File: config.mk
export PLATFORM = sky130hd
export DESIGN_NAME = vep_edge_pad
export DESIGN_NICKNAME = d
export VERILOG_FILES = /design/src/hdl/vep_edge_pad.v
export VERILOG_INCLUDE_DIRS = /design/src /design/src/hdl
export SDC_FILE = /design/constraint.sdc
export NUM_CORES = 2
export LEC_CHECK = 0
export ABC_AREA = 1
export BUFFER_PORTS_ARGS = -buffer_cell sky130_fd_sc_hd__buf_2
export CAP_MARGIN = 20
export CELL_PAD_IN_SITES_DETAIL_PLACEMENT = 0
export CELL_PAD_IN_SITES_GLOBAL_PLACEMENT = 1
export CORE_MARGIN = 4
export CORE_UTILIZATION = 35
export DETAILED_ROUTE_END_ITERATION = 10
export GPL_ROUTABILITY_DRIVEN = 0
export HOLD_SLACK_MARGIN = 0.02
export MAX_ROUTING_LAYER = met4
export PLACE_DENSITY = 0.72
export SLEW_MARGIN = 20
export SYNTH_ARGS = -nofsm -noshare
export SYNTH_HDL_FRONTEND = slang
export SYNTH_SLANG_ARGS = --single-unit
File: constraint.sdc
create_clock -name clk -period 25.2 [get_ports clk]
set_clock_uncertainty 0.05 [all_clocks]
set_input_delay 2.52 -clock clk [delete_from_list [all_inputs] [get_ports clk]]
set_output_delay 2.52 -clock clk [all_outputs]
set_load 0.1 [all_outputs]
File: src/hdl/vep_regs.vh
// register offsets, fields, reset values and encodings of the edge pad engine
`ifndef VEP_REGS_VH
`define VEP_REGS_VH

`define VEP_AW              9
`define VEP_CTRL            9'h004
`define VEP_DBG             9'h01c
`define VEP_REQ             9'h024
`define VEP_PROC            9'h028
`define VEP_FBASE0          9'h080
`define VEP_FSTEP           9'h00c
`define VEP_FOFF            9'h008
`define VEP_LSIZE           9'h0e4
`define VEP_CSIZE           9'h0ec
`define VEP_LPAD            9'h184
`define VEP_CPAD            9'h188

`define VEP_B_RUN           0
`define VEP_B_LUMA          1
`define VEP_B_CHROMA        2
`define VEP_B_TOP           3
`define VEP_B_BOT           4
`define VEP_B_ILACE         5
`define VEP_B_FLDPAD        6
`define VEP_B_STATE         8

`define VEP_B_DEFER         2
`define VEP_DBG_FREE        2'h0
`define VEP_DBG_SOFT        2'h1
`define VEP_DBG_HARD        2'h2
`define VEP_DBG_RST         3'h1

`define VEP_ST_IDLE         3'h0
`define VEP_ST_PASS         3'h1
`define VEP_ST_RD           3'h2
`define VEP_ST_WR           3'h3
`define VEP_ST_STEP         3'h4
`define VEP_ST_HALT         3'h5
`define VEP_ST_STUCK        3'h6

`endif

File: src/hdl/vep_edge_pad.v
// edge padding engine with run control, debug suspend and power handshake
//
// The strobed register port and the register offsets are this design's own decisions.
`timescale 1ns/1ps
// What this block does
// - copy outermost picture pixels outward by the pad width on all four sides
// - field mode fills vertical pad lines of each field from that same field
// - left pad repeats leftmost pixels, right pad repeats rightmost, per field
// - frame mode fills top pads from top field line 0, bottom from last bottom line
// - there is no software reset, only the hardware reset
// - bad configuration takes trigger but engine never returns to ready
// - one done interrupt pulse when the configured processing finishes
// - power controller may change state only while the engine is ready
// - free debug mode ignores the suspend input entirely
// - configuration registers stay accessible whatever the suspend input
// - soft stop halts only after the current processing unit completes
// - run trigger ignores writes during suspend; a new run needs a new trigger
// - completion in suspend pulses now, or defers pulse and trigger clear
// - debug mode resets to soft stop
// - programmed addresses mark the area start, one scale for all layouts
// - luma and chroma pad widths sit in two registers at 184h and 188h
`include "vep_regs.vh"

module vep_edge_pad (
  input  wire                  clk,
  input  wire                  rst_n,
  input  wire [`VEP_AW-1:0]    reg_addr,
  input  wire [31:0]           reg_wdata,
  input  wire                  reg_wr,
  input  wire                  reg_rd,
  output reg  [31:0]           reg_rdata,
  output reg                   mem_req,
  output reg                   mem_we,
  output reg  [23:0]           mem_addr,
  output reg  [7:0]            mem_wdata,
  input  wire                  mem_ack,
  input  wire [7:0]            mem_rdata,
  input  wire                  debug_suspend,
  input  wire                  pwr_req,
  output wire                  pwr_ack,
  output reg                   conversion_done_irq
);

  // configuration
  reg  [31:0]        ctrl_q;
  reg                run_q;
  reg  [2:0]         dbg_q;
  reg  [15:0]        req_q;
  reg  [15:0]        proc_q;
  reg  [23:0]        base_q [0:3];
  reg  [15:0]        off_q  [0:3];
  reg  [11:0]        wid_q  [0:1];
  reg  [11:0]        hgt_q  [0:1];
  reg  [7:0]         pad_q  [0:1];

  // engine state
  reg  [2:0]         st_q;
  reg  [1:0]         pass_q;
  reg  signed [13:0] x_q;
  reg  signed [13:0] y_q;
  reg  [15:0]        unit_q;
  reg                pend_q;
  reg  [2:0]         sus_q;
  reg                sus_s_q;

  wire sus_eff = sus_s_q & (dbg_q[1:0] != `VEP_DBG_FREE);
  wire ilace   = ctrl_q[`VEP_B_ILACE];

  // suspend arrives from another domain: change counts once stages 2 and 3 agree
  always @(posedge clk or negedge rst_n) begin
    if (!rst_n) begin
      sus_q   <= 3'h0;
      sus_s_q <= 1'b0;
    end else begin
      sus_q <= {sus_q[1:0], debug_suspend};
      if (sus_q[1] == sus_q[2])
        sus_s_q <= sus_q[2];
    end
  end

  // pass p = {chroma, bottom}; progressive sources use the top set only
  // a progressive picture is one set of lines, so its field enables are ignored
  reg  [3:0] pass_en;
  integer    i;
  always @* begin
    pass_en = 4'h0;
    for (i = 0; i < 4; i = i + 1)
      pass_en[i] = (i > 1 ? ctrl_q[`VEP_B_CHROMA] : ctrl_q[`VEP_B_LUMA]) &
                   (ilace ? (i % 2 == 1 ? ctrl_q[`VEP_B_BOT] : ctrl_q[`VEP_B_TOP])
                          : (i % 2 == 0));
  end

  // own loop index, so no variable is written by two processes
  reg  [2:0] nxt;
  reg  [2:0] frst;
  integer    j;
  always @* begin
    nxt  = 3'h4;
    frst = 3'h4;
    for (j = 3; j >= 0; j = j - 1) begin
      if (pass_en[j] && j > pass_q)
        nxt = j[2:0];
      if (pass_en[j])
        frst = j[2:0];
    end
  end

  // start check: trigger is still taken if this fails
  wire cfg_ok = (ctrl_q[`VEP_B_LUMA] | ctrl_q[`VEP_B_CHROMA]) &
                (~ilace | ctrl_q[`VEP_B_TOP] | ctrl_q[`VEP_B_BOT]) &
                (req_q != 16'h0) & (proc_q != 16'h0);

  wire               pl  = pass_q[1];
  wire signed [13:0] w   = {6'h0, pad_q[pl]};
  wire signed [13:0] wd  = {2'h0, wid_q[pl]};
  wire signed [13:0] ht  = {2'h0, hgt_q[pl]};
  wire               in_row = (y_q >= 14'sd0) && (y_q < ht);
  wire               row_end = (x_q == wd + w - 14'sd1);
  wire               pass_end = row_end && (y_q == ht + w - 14'sd1);
  wire               unit_end = row_end && (unit_q == proc_q - 16'h1);

  // source pixel: clamp column, clamp row, pick field by pad mode
  wire               frm = ilace & ~ctrl_q[`VEP_B_FLDPAD];
  wire signed [13:0] sx = (x_q < 14'sd0) ? 14'sd0 :
                          (x_q >= wd) ? wd - 14'sd1 : x_q;
  wire signed [13:0] sy = (y_q < 14'sd0) ? 14'sd0 :
                          (y_q >= ht) ? ht - 14'sd1 : y_q;
  wire [1:0] sf = (!frm || in_row) ? pass_q :
                  {pl, (y_q >= ht)};

  // result base address is the start of the stored area, same scale everywhere
  // factors widened to the product width first, so no bit is padded silently
  wire signed [30:0] sy_x   = {{17{sy[13]}}, sy};
  wire signed [30:0] y_x    = {{17{y_q[13]}}, y_q};
  wire signed [30:0] s_prod = sy_x * $signed({15'h0, off_q[sf]});
  wire signed [30:0] d_prod = y_x * $signed({15'h0, off_q[pass_q]});
  wire signed [31:0] s_sum  = $signed({8'h0, base_q[sf]}) + $signed({s_prod[30], s_prod}) +
                              $signed({{18{sx[13]}}, sx});
  wire signed [31:0] d_sum  = $signed({8'h0, base_q[pass_q]}) + $signed({d_prod[30], d_prod}) +
                              $signed({{18{x_q[13]}}, x_q});

  assign pwr_ack = pwr_req & (st_q == `VEP_ST_IDLE);

  wire done_now = (st_q == `VEP_ST_STEP) && pass_end && (nxt == 3'h4);

  always @(posedge clk or negedge rst_n) begin
    if (!rst_n) begin
      st_q                <= `VEP_ST_IDLE;
      pass_q              <= 2'h0;
      x_q                 <= 14'sd0;
      y_q                 <= 14'sd0;
      unit_q              <= 16'h0;
      pend_q              <= 1'b0;
      run_q               <= 1'b0;
      mem_req             <= 1'b0;
      mem_we              <= 1'b0;
      mem_addr            <= 24'h0;
      mem_wdata           <= 8'h0;
      conversion_done_irq <= 1'b0;
    end else begin
      conversion_done_irq <= 1'b0;
      // deferred completion is released when suspend drops
      if (pend_q && !sus_eff) begin
        pend_q              <= 1'b0;
        run_q               <= 1'b0;
        conversion_done_irq <= 1'b1;
      end
      // run bit stays set while deferred, so no new trigger can slip in
      if (done_now) begin
        if (sus_eff && dbg_q[`VEP_B_DEFER]) begin
          pend_q <= 1'b1;
        end else begin
          run_q               <= 1'b0;
          conversion_done_irq <= 1'b1;
        end
      end
      // trigger write: ignored in suspend, set wins over a same-cycle clear
      if (reg_wr && reg_addr == `VEP_CTRL && reg_wdata[`VEP_B_RUN] &&
          !sus_eff && st_q == `VEP_ST_IDLE && !run_q)
        run_q <= 1'b1;
      case (st_q)
        `VEP_ST_IDLE: begin
          if (run_q && !pend_q) begin
            if (!cfg_ok)
              st_q <= `VEP_ST_STUCK;
            else begin
              pass_q <= frst[1:0];
              st_q   <= `VEP_ST_PASS;
            end
          end
        end
        `VEP_ST_PASS: begin
          x_q    <= -w;
          y_q    <= -w;
          unit_q <= 16'h0;
          if (w == 14'sd0 || wd == 14'sd0 || ht == 14'sd0) begin
            if (nxt == 3'h4) begin
              st_q                <= `VEP_ST_IDLE;
              run_q               <= 1'b0;
              conversion_done_irq <= 1'b1;
            end else
              pass_q <= nxt[1:0];
          end else
            st_q <= `VEP_ST_RD;
        end
        `VEP_ST_RD: begin
          if (!mem_req) begin
            mem_req  <= 1'b1;
            mem_we   <= 1'b0;
            mem_addr <= s_sum[23:0];
          end else if (mem_ack) begin
            mem_we    <= 1'b1;
            mem_addr  <= d_sum[23:0];
            mem_wdata <= mem_rdata;
            st_q      <= `VEP_ST_WR;
          end
        end
        `VEP_ST_WR: begin
          if (mem_ack) begin
            mem_req <= 1'b0;
            mem_we  <= 1'b0;
            st_q    <= `VEP_ST_STEP;
          end
        end
        `VEP_ST_STEP: begin
          st_q <= `VEP_ST_RD;
          if (in_row && x_q == -14'sd1)
            x_q <= wd;
          else if (!row_end)
            x_q <= x_q + 14'sd1;
          else begin
            x_q    <= -w;
            y_q    <= y_q + 14'sd1;
            unit_q <= unit_end ? 16'h0 : unit_q + 16'h1;
            if (pass_end) begin
              if (nxt == 3'h4)
                st_q <= `VEP_ST_IDLE;
              else begin
                pass_q <= nxt[1:0];
                st_q   <= `VEP_ST_PASS;
              end
            end else if (unit_end && sus_eff)
              st_q <= `VEP_ST_HALT;
          end
        end
        `VEP_ST_HALT: begin
          if (!sus_eff)
            st_q <= `VEP_ST_RD;
        end
        `VEP_ST_STUCK: begin
          // only rst_n leaves here; the power handshake stays refused meanwhile
          st_q <= `VEP_ST_STUCK;
        end
        default: st_q <= `VEP_ST_IDLE;
      endcase
    end
  end

  // register writes are honoured whatever the suspend input
  integer f;
  always @(posedge clk or negedge rst_n) begin
    if (!rst_n) begin
      ctrl_q <= 32'h0;
      dbg_q  <= `VEP_DBG_RST;
      req_q  <= 16'h0;
      proc_q <= 16'h0;
      for (f = 0; f < 4; f = f + 1) begin
        base_q[f] <= 24'h0;
        off_q[f]  <= 16'h0;
      end
      for (f = 0; f < 2; f = f + 1) begin
        wid_q[f] <= 12'h0;
        hgt_q[f] <= 12'h0;
        pad_q[f] <= 8'h0;
      end
    end else if (reg_wr) begin
      case (reg_addr)
        `VEP_CTRL:  ctrl_q <= {25'h0, reg_wdata[6:1], 1'b0};
        `VEP_DBG:   dbg_q  <= reg_wdata[2:0];
        `VEP_REQ:   req_q  <= reg_wdata[15:0];
        `VEP_PROC:  proc_q <= reg_wdata[15:0];
        `VEP_LSIZE: begin
          wid_q[0] <= reg_wdata[11:0];
          hgt_q[0] <= reg_wdata[27:16];
        end
        `VEP_CSIZE: begin
          wid_q[1] <= reg_wdata[11:0];
          hgt_q[1] <= reg_wdata[27:16];
        end
        `VEP_LPAD:  pad_q[0] <= reg_wdata[7:0];
        `VEP_CPAD:  pad_q[1] <= reg_wdata[7:0];
        default: begin
          for (f = 0; f < 4; f = f + 1) begin
            if (reg_addr == `VEP_FBASE0 + f[8:0] * `VEP_FSTEP)
              base_q[f] <= reg_wdata[23:0];
            if (reg_addr == `VEP_FBASE0 + f[8:0] * `VEP_FSTEP + `VEP_FOFF)
              off_q[f] <= reg_wdata[15:0];
          end
        end
      endcase
    end
  end

  // read data stand in the cycle after the strobe; unmapped reads give zero
  reg [31:0] rd_d;
  integer    g;
  always @* begin
    rd_d = 32'h0;
    case (reg_addr)
      `VEP_CTRL:  rd_d = ctrl_q | {23'h0, (st_q != `VEP_ST_IDLE), 7'h0, run_q};
      `VEP_DBG:   rd_d = {29'h0, dbg_q};
      `VEP_REQ:   rd_d = {16'h0, req_q};
      `VEP_PROC:  rd_d = {16'h0, proc_q};
      `VEP_LSIZE: rd_d = {4'h0, hgt_q[0], 4'h0, wid_q[0]};
      `VEP_CSIZE: rd_d = {4'h0, hgt_q[1], 4'h0, wid_q[1]};
      `VEP_LPAD:  rd_d = {24'h0, pad_q[0]};
      `VEP_CPAD:  rd_d = {24'h0, pad_q[1]};
      default: begin
        for (g = 0; g < 4; g = g + 1) begin
          if (reg_addr == `VEP_FBASE0 + g[8:0] * `VEP_FSTEP)
            rd_d = {8'h0, base_q[g]};
          if (reg_addr == `VEP_FBASE0 + g[8:0] * `VEP_FSTEP + `VEP_FOFF)
            rd_d = {16'h0, off_q[g]};
        end
      end
    endcase
  end

  always @(posedge clk or negedge rst_n) begin
    if (!rst_n)
      reg_rdata <= 32'h0;
    else if (reg_rd)
      reg_rdata <= rd_d;
    else
      reg_rdata <= 32'h0;
  end

endmodule

; ---- Word-level counts from Yosys, hierarchy flattened
; Cells that the tools add are included.
[totals]
ramBits = 0
memories = 0
reg_bits = 387
latchBits = 0
inputBits = 56
romBits = 0
[op_classes]
reduce_logical = 60
multipliers = 2
order_cmp = 12
eq_ne = 41
bitwise = 20
n_addsub = 15
div = 0
muxes = 100
n_shift = 0
[op_table]
columns = operator, count
row1 = $mux 32, 8
row2 = $pmux 32 s8, 1
row3 = $mux 24, 7
row4 = $mux 14, 8
row5 = $mux 16, 7
row6 = $bmux 24 s2, 2
row7 = $eq 9x8->1 const B, 10
row8 = $mux 12, 6
row9 = $bmux 16 s2, 2
row10 = $pmux 14 s2, 2
row11 = $add 24x14->24, 2
row12 = $add 24x24->24, 2
row13 = $mul 14x17->24, 2
row14 = $mux 3, 15
row15 = $logic_not 14->1, 3
row16 = $reduce_and 3->1, 11
row17 = $pmux 16 s2, 1
row18 = $reduce_bool 16->1, 2
row19 = $add 14x2->14 const B, 2
row20 = $eq 14x14->1, 2
row21 = $ge 14x13->1, 2
row22 = $lt 14x1->1 const B, 2
row23 = $sub 13x1->14 const B, 2
row24 = $add 12x8->13, 2
row25 = 45 further kinds, 147

; ---- Logic depth before layout (Yosys ltp)
[depth]
depth_word = 16
ltp_mapped = 49
ltp_nobuf = 47

; ---- Worst setup path after synthesis
; Ideal clock, no wire load.
[synth_timing]
kind = register to register
from = reg pass_q[1]
to = reg mem_addr[22]
t_required_ns = 25.012
path_stages_with_launch = 45
path_slack_ns = 17.084
n_path_buf = 5
synth_period_minus_slack_ns = 8.116
t_arrival_ns = 7.928
cell_sequence = dfrtp_1 buf_4 buf_6 o21ai_0 ha_1 nand2_1 nor2_1 and2_1 nand2_1 nand2_2 nand2_1 nand2_1 nand2_2 buf_2 buf_2 buf_2 o211ai_1 nand2_1 [... 9 more ...] fa_1 inv_1 ha_1 nand2_1 o21ai_0 a21oi_1 inv_1 a21oi_1 o31ai_1 nand2_1 nand2_1 nand2_1 nand2_1 nand2_1 nand2_1 a21oi_1 o21ai_0 a31oi_1
[synth_via]
elab_chain_cells = 16
word_cells_on_any_way = 41
[synth_lines]
columns = item, line
row1 = from (decl), vep_edge_pad.v:58  ; reg [1:0] pass_q;
row2 = from (signal assigned), vep_edge_pad.v:187  ; pass_q <= frst[1:0];
row3 = from (signal assigned), vep_edge_pad.v:202  ; pass_q <= nxt[1:0];
row4 = from (signal assigned), vep_edge_pad.v:239  ; pass_q <= nxt[1:0];
row5 = $not 1->2 (not written as such), "vep_edge_pad.v:115, vep_edge_pad.v:116"
row6 = $mux 12 (not written as such) (3 in a row), vep_edge_pad.v:116  ; wire signed [13:0] ht = {2'h0, hgt_q[pl]};
row7 = $lt 14x13->1, vep_edge_pad.v:117  ; wire in_row = (y_q >= 14'sd0) && (y_q < ht);
row8 = $logic_and 1x1->1, vep_edge_pad.v:117
row9 = $logic_or 1x1->1, vep_edge_pad.v:128  ; wire [1:0] sf = (!frm || in_row) ? pass_q :
row10 = $mux 1, vep_edge_pad.v:128
row11 = $not 2->3 (not written as such), "vep_edge_pad.v:135, vep_edge_pad.v:137"
row12 = $bmux 16 s2, vep_edge_pad.v:135  ; wire signed [30:0] s_prod = sy_x * $signed({15'h0, off_q[sf]});
row13 = $mux 16 (not written as such) (2 in a row), vep_edge_pad.v:135
row14 = $mul 14x17->24, vep_edge_pad.v:135
row15 = $add 24x24->24, vep_edge_pad.v:137  ; wire signed [31:0] s_sum = $signed({8'h0, base_q[sf]}) + $signed({s_prod[30], s_prod}) +
row16 = $add 24x14->24, vep_edge_pad.v:137
row17 = $mux 24 *, vep_edge_pad.v:207  ; if (!mem_req) begin
row18 = to (signal assigned), vep_edge_pad.v:210  ; mem_addr <= s_sum[23:0];
row19 = to (signal assigned), vep_edge_pad.v:213  ; mem_addr <= d_sum[23:0];
row20 = to (decl), vep_edge_pad.v:34  ; output reg [23:0] mem_addr,
; Every way passes the cells marked *; elsewhere a longest branch is shown, timed or not. The select of a mux whose other input is x is not followed.
; A chain may end at the register's enable or synchronous reset.

; ---- Worst setup path in the final report
[layout_timing]
from = reg pass_q[1]
to = reg mem_addr[19]
; The elaborated chain is that of the path after synthesis.

==> reports/qor.yml <==
status: "finished, final reports clean"
whs_path_depth: 0
routed_wl_mm: 150
seq_power_share: 0.409
drtIter0Drc: 3286
htree_levels: 2
cts-root-buf: "clkbuf_16"
worst_pin_slew_ns: 1.33
cp-end-kind: "flip-flop"
cts_sinks: 383
portBuffers: 115
nets: 5919
synth_area_um2: 39500
min-delay-start: "sus_q[0]"
p_clk_frac: 0.470
combinationalPowerShare: 0.122
layout-drive-gt1-share: 0.0669
synth-edff-count: 0
finalWorstSetupSlack_ns: 13.46
cts_made_buffers: 49
r2r_cells: 40
synth_cell_type_count: 72
core-area_um2: 112000
clk_latency_ns: 0.64
area_growth_pct: 9.94
swShare: 0.291
drt-wirelength-per-cell_um: 22.1
overflow: 0
fp.dieArea_um2: 118000
fin_cells: 6765
setup_viol: 0
place_ws_ns: 13.79
antenna_found_initial: 10
cts_setup_buffers: 0
p_sw_uw: 458
fin_tns_setup_ns: 0
p_leak_uw: 0.0203
post_cts_resized: 0
crit_required_ns: 25.59
syn_avg_cell_area_um2: 7.62
crit_arrival_ns: 12.13
ys_ff_latch: 383
drtPass1Iterations: 8
crit_fanout: 58
max_cap_viol_count: 0
cts_tree: "built"
hpwl_mm: 115
rsz0062_at_grt: "false"
reg2reg_from: "pass_q[1]"
timing.rr.end: "mem_addr[19]"
post-route-drc-count: 0
grt_start_max_net_pins: 170
path_clk_slew_ns: 0.06
min_to: "sus_q[1]"
critPathKind: "reg2reg"
reg2reg_slack_ns: 13.46
vdd_drop_max_mv: 0.0502
grt_pass1_vias: 35308
dominantRegCellSynth: "dfrtp_1"
startpoint_type: "flip-flop"
drt-vias-per-instance: 5.31
hp-class: "reg2reg"
mostFrequentLayoutCells: "nand2_1, inv_1, o21ai_0"
yosysWarnings: 0
post-place-cells: 6675
power_density_nw_per_um2: 36.3
grt.total_usage: 0.261
slew_viol_final: 0
max_clock_freq_mhz: 85.2
synth_async_sr_flop_share: 1.00
ant_nets: 0
cpMaxStageDelayCell: "nand2_2"
postLayoutCoreUtil: 0.387
fp.dieW_um: 344
initial_core_util: 0.352
yosysSeqAreaShare: 0.242
postCtsHoldBufs: 0
ioPinCount: 124
max_stage_delay_ns: 0.83
clockBufferDepth: 3
timing.final.hold_violations: 0
period_needed_ns: 11.74
slew_headroom: 0.116
syn_inst: 5188
grt_pass1_wl_mm: 225
period_share: 0.466
vias: 35938
num_rows: 123
fillers: 11858
p_int_uw: 1120
layout_commonest_cell: "nand2_1"
die_h_um: 344
path_common_cell: "nand2_1"
## worst max path at each step
| stage | startpoint | end | slack [ns] | cells past startpoint |
|---|---|---|---|---|
| after CTS | pass_q[1] | mem_addr[22] | 13.74 | 44 |
| after floorplan | pass_q[1] | mem_addr[22] | 17.08 | 44 |
| after detailed placement | pass_q[1] | mem_addr[22] | 13.79 | 44 |
| final | pass_q[1] | mem_addr[19] | 13.46 | 40 |
| after global routing | pass_q[1] | mem_addr[22] | 12.83 | 47 |
| after global placement | pass_q[1] | mem_addr[22] | 13.48 | 40 |
## area by class of cell
class / count / area, µm² / area share
diodes: 5 / 12.5 / 0.000288
repair buffers: 197 / 1230 / 0.0284
clock buffers: 68 / 1380 / 0.0317
clock inverters: 17 / 285 / 0.00656
inverters: 937 / 3520 / 0.0810
multi-input cells: 3658 / 25600 / 0.588
flip-flops and latches: 383 / 9590 / 0.221
well taps: 1500 / 1880 / 0.0432
## power groups by stage
| stage | clock network (µW) | registers (µW) | logic, µW |
|---|---|---|---|
| after floorplan | 0 | 665 | 107 |
| after global placement | 0 | 654 | 190 |
| after detailed placement | 0 | 655 | 191 |
| after CTS | 752 | 644 | 192 |
| after global routing | 775 | 646 | 213 |
| final | 740 | 644 | 192 |
## cells in the mapped netlist (7+ instances only)
master,n,area (µm²)
nand2_1,1050,3940
a221oi_1,23,201
or2_2,13,81.3
nand3_1,159,796
o21ai_1,8,40.0
nor4_1,16,100
mux2_2,8,90.1
a22oi_1,29,218
inv_2,9,33.8
clkinv_1,8,30.0
xnor2_1,30,263
a31oi_1,35,219
buf_4,10,75.1
fa_1,396,7930
clkbuf_1,156,586
ha_1,241,3020
o31ai_1,11,82.6
o2111ai_1,7,61.3
dfrtp_1,382,9560
o22ai_1,66,413
inv_1,919,3450
o21a_1,7,52.6
mux2i_1,9,90.1
buf_2,34,170
nor3_1,54,270
nor2_1,470,1760
o21ai_0,517,2590
xor2_1,87,762
buf_1,7,26.3
o211ai_1,39,293
nand2_2,8,50.1
a21oi_1,264,1320
nand4_1,28,175
## state kept, by name, summed over array words and instances, names as in the netlist, 16 cells and up
register	cells
mem_addr	24
req_q	16
unit_q	16
hgt_q	24
reg_rdata	28
proc_q	16
pad_q	16
off_q	64
wid_q	24
base_q	96
## metal layers
layer / global-route usage / wire, µm / up-vias
met1: 0.344 / 64000 / 17660
met3: 0.0408 / 11600 / 296
met2: 0.404 / 67600 / 1423
li1: - / - / 16559
met4: 0.0995 / 6620 / 0
met5: - / 0 / -
## stage by stage
step / hold slack, ns / total power [µW] / area [µm²]
after global routing: 0.334 / 1630 / 43500
after CTS: 0.323 / 1590 / 43400
after detailed placement: 0.309 / 846 / 41800
after global placement: 0.285 / 844 / 41700
final: 0.317 / 1580 / 43500
after floorplan: 0.281 / 772 / 39500
## worst max-delay path: cells and delay by family, from the launching register on
kind,cells,cell delay (ns)
AOI/OAI and AO/OA,11,2.33
adders and majority gates,8,3.17
buffers and inverters,9,2.31
DFF,1,0.80
and+or+nand+nor,12,2.77
## cells by family after synthesis
group	synth area share
and+or+nand+nor	0.189
buffers and inverters	0.112
AOI/OAI and AO/OA	0.148
adders and majority gates	0.277
DFF	0.242
xor gates and xnor gates	0.0259
muxes	0.00456
other	0.0000949
Power figures use the tool's default switching activity.
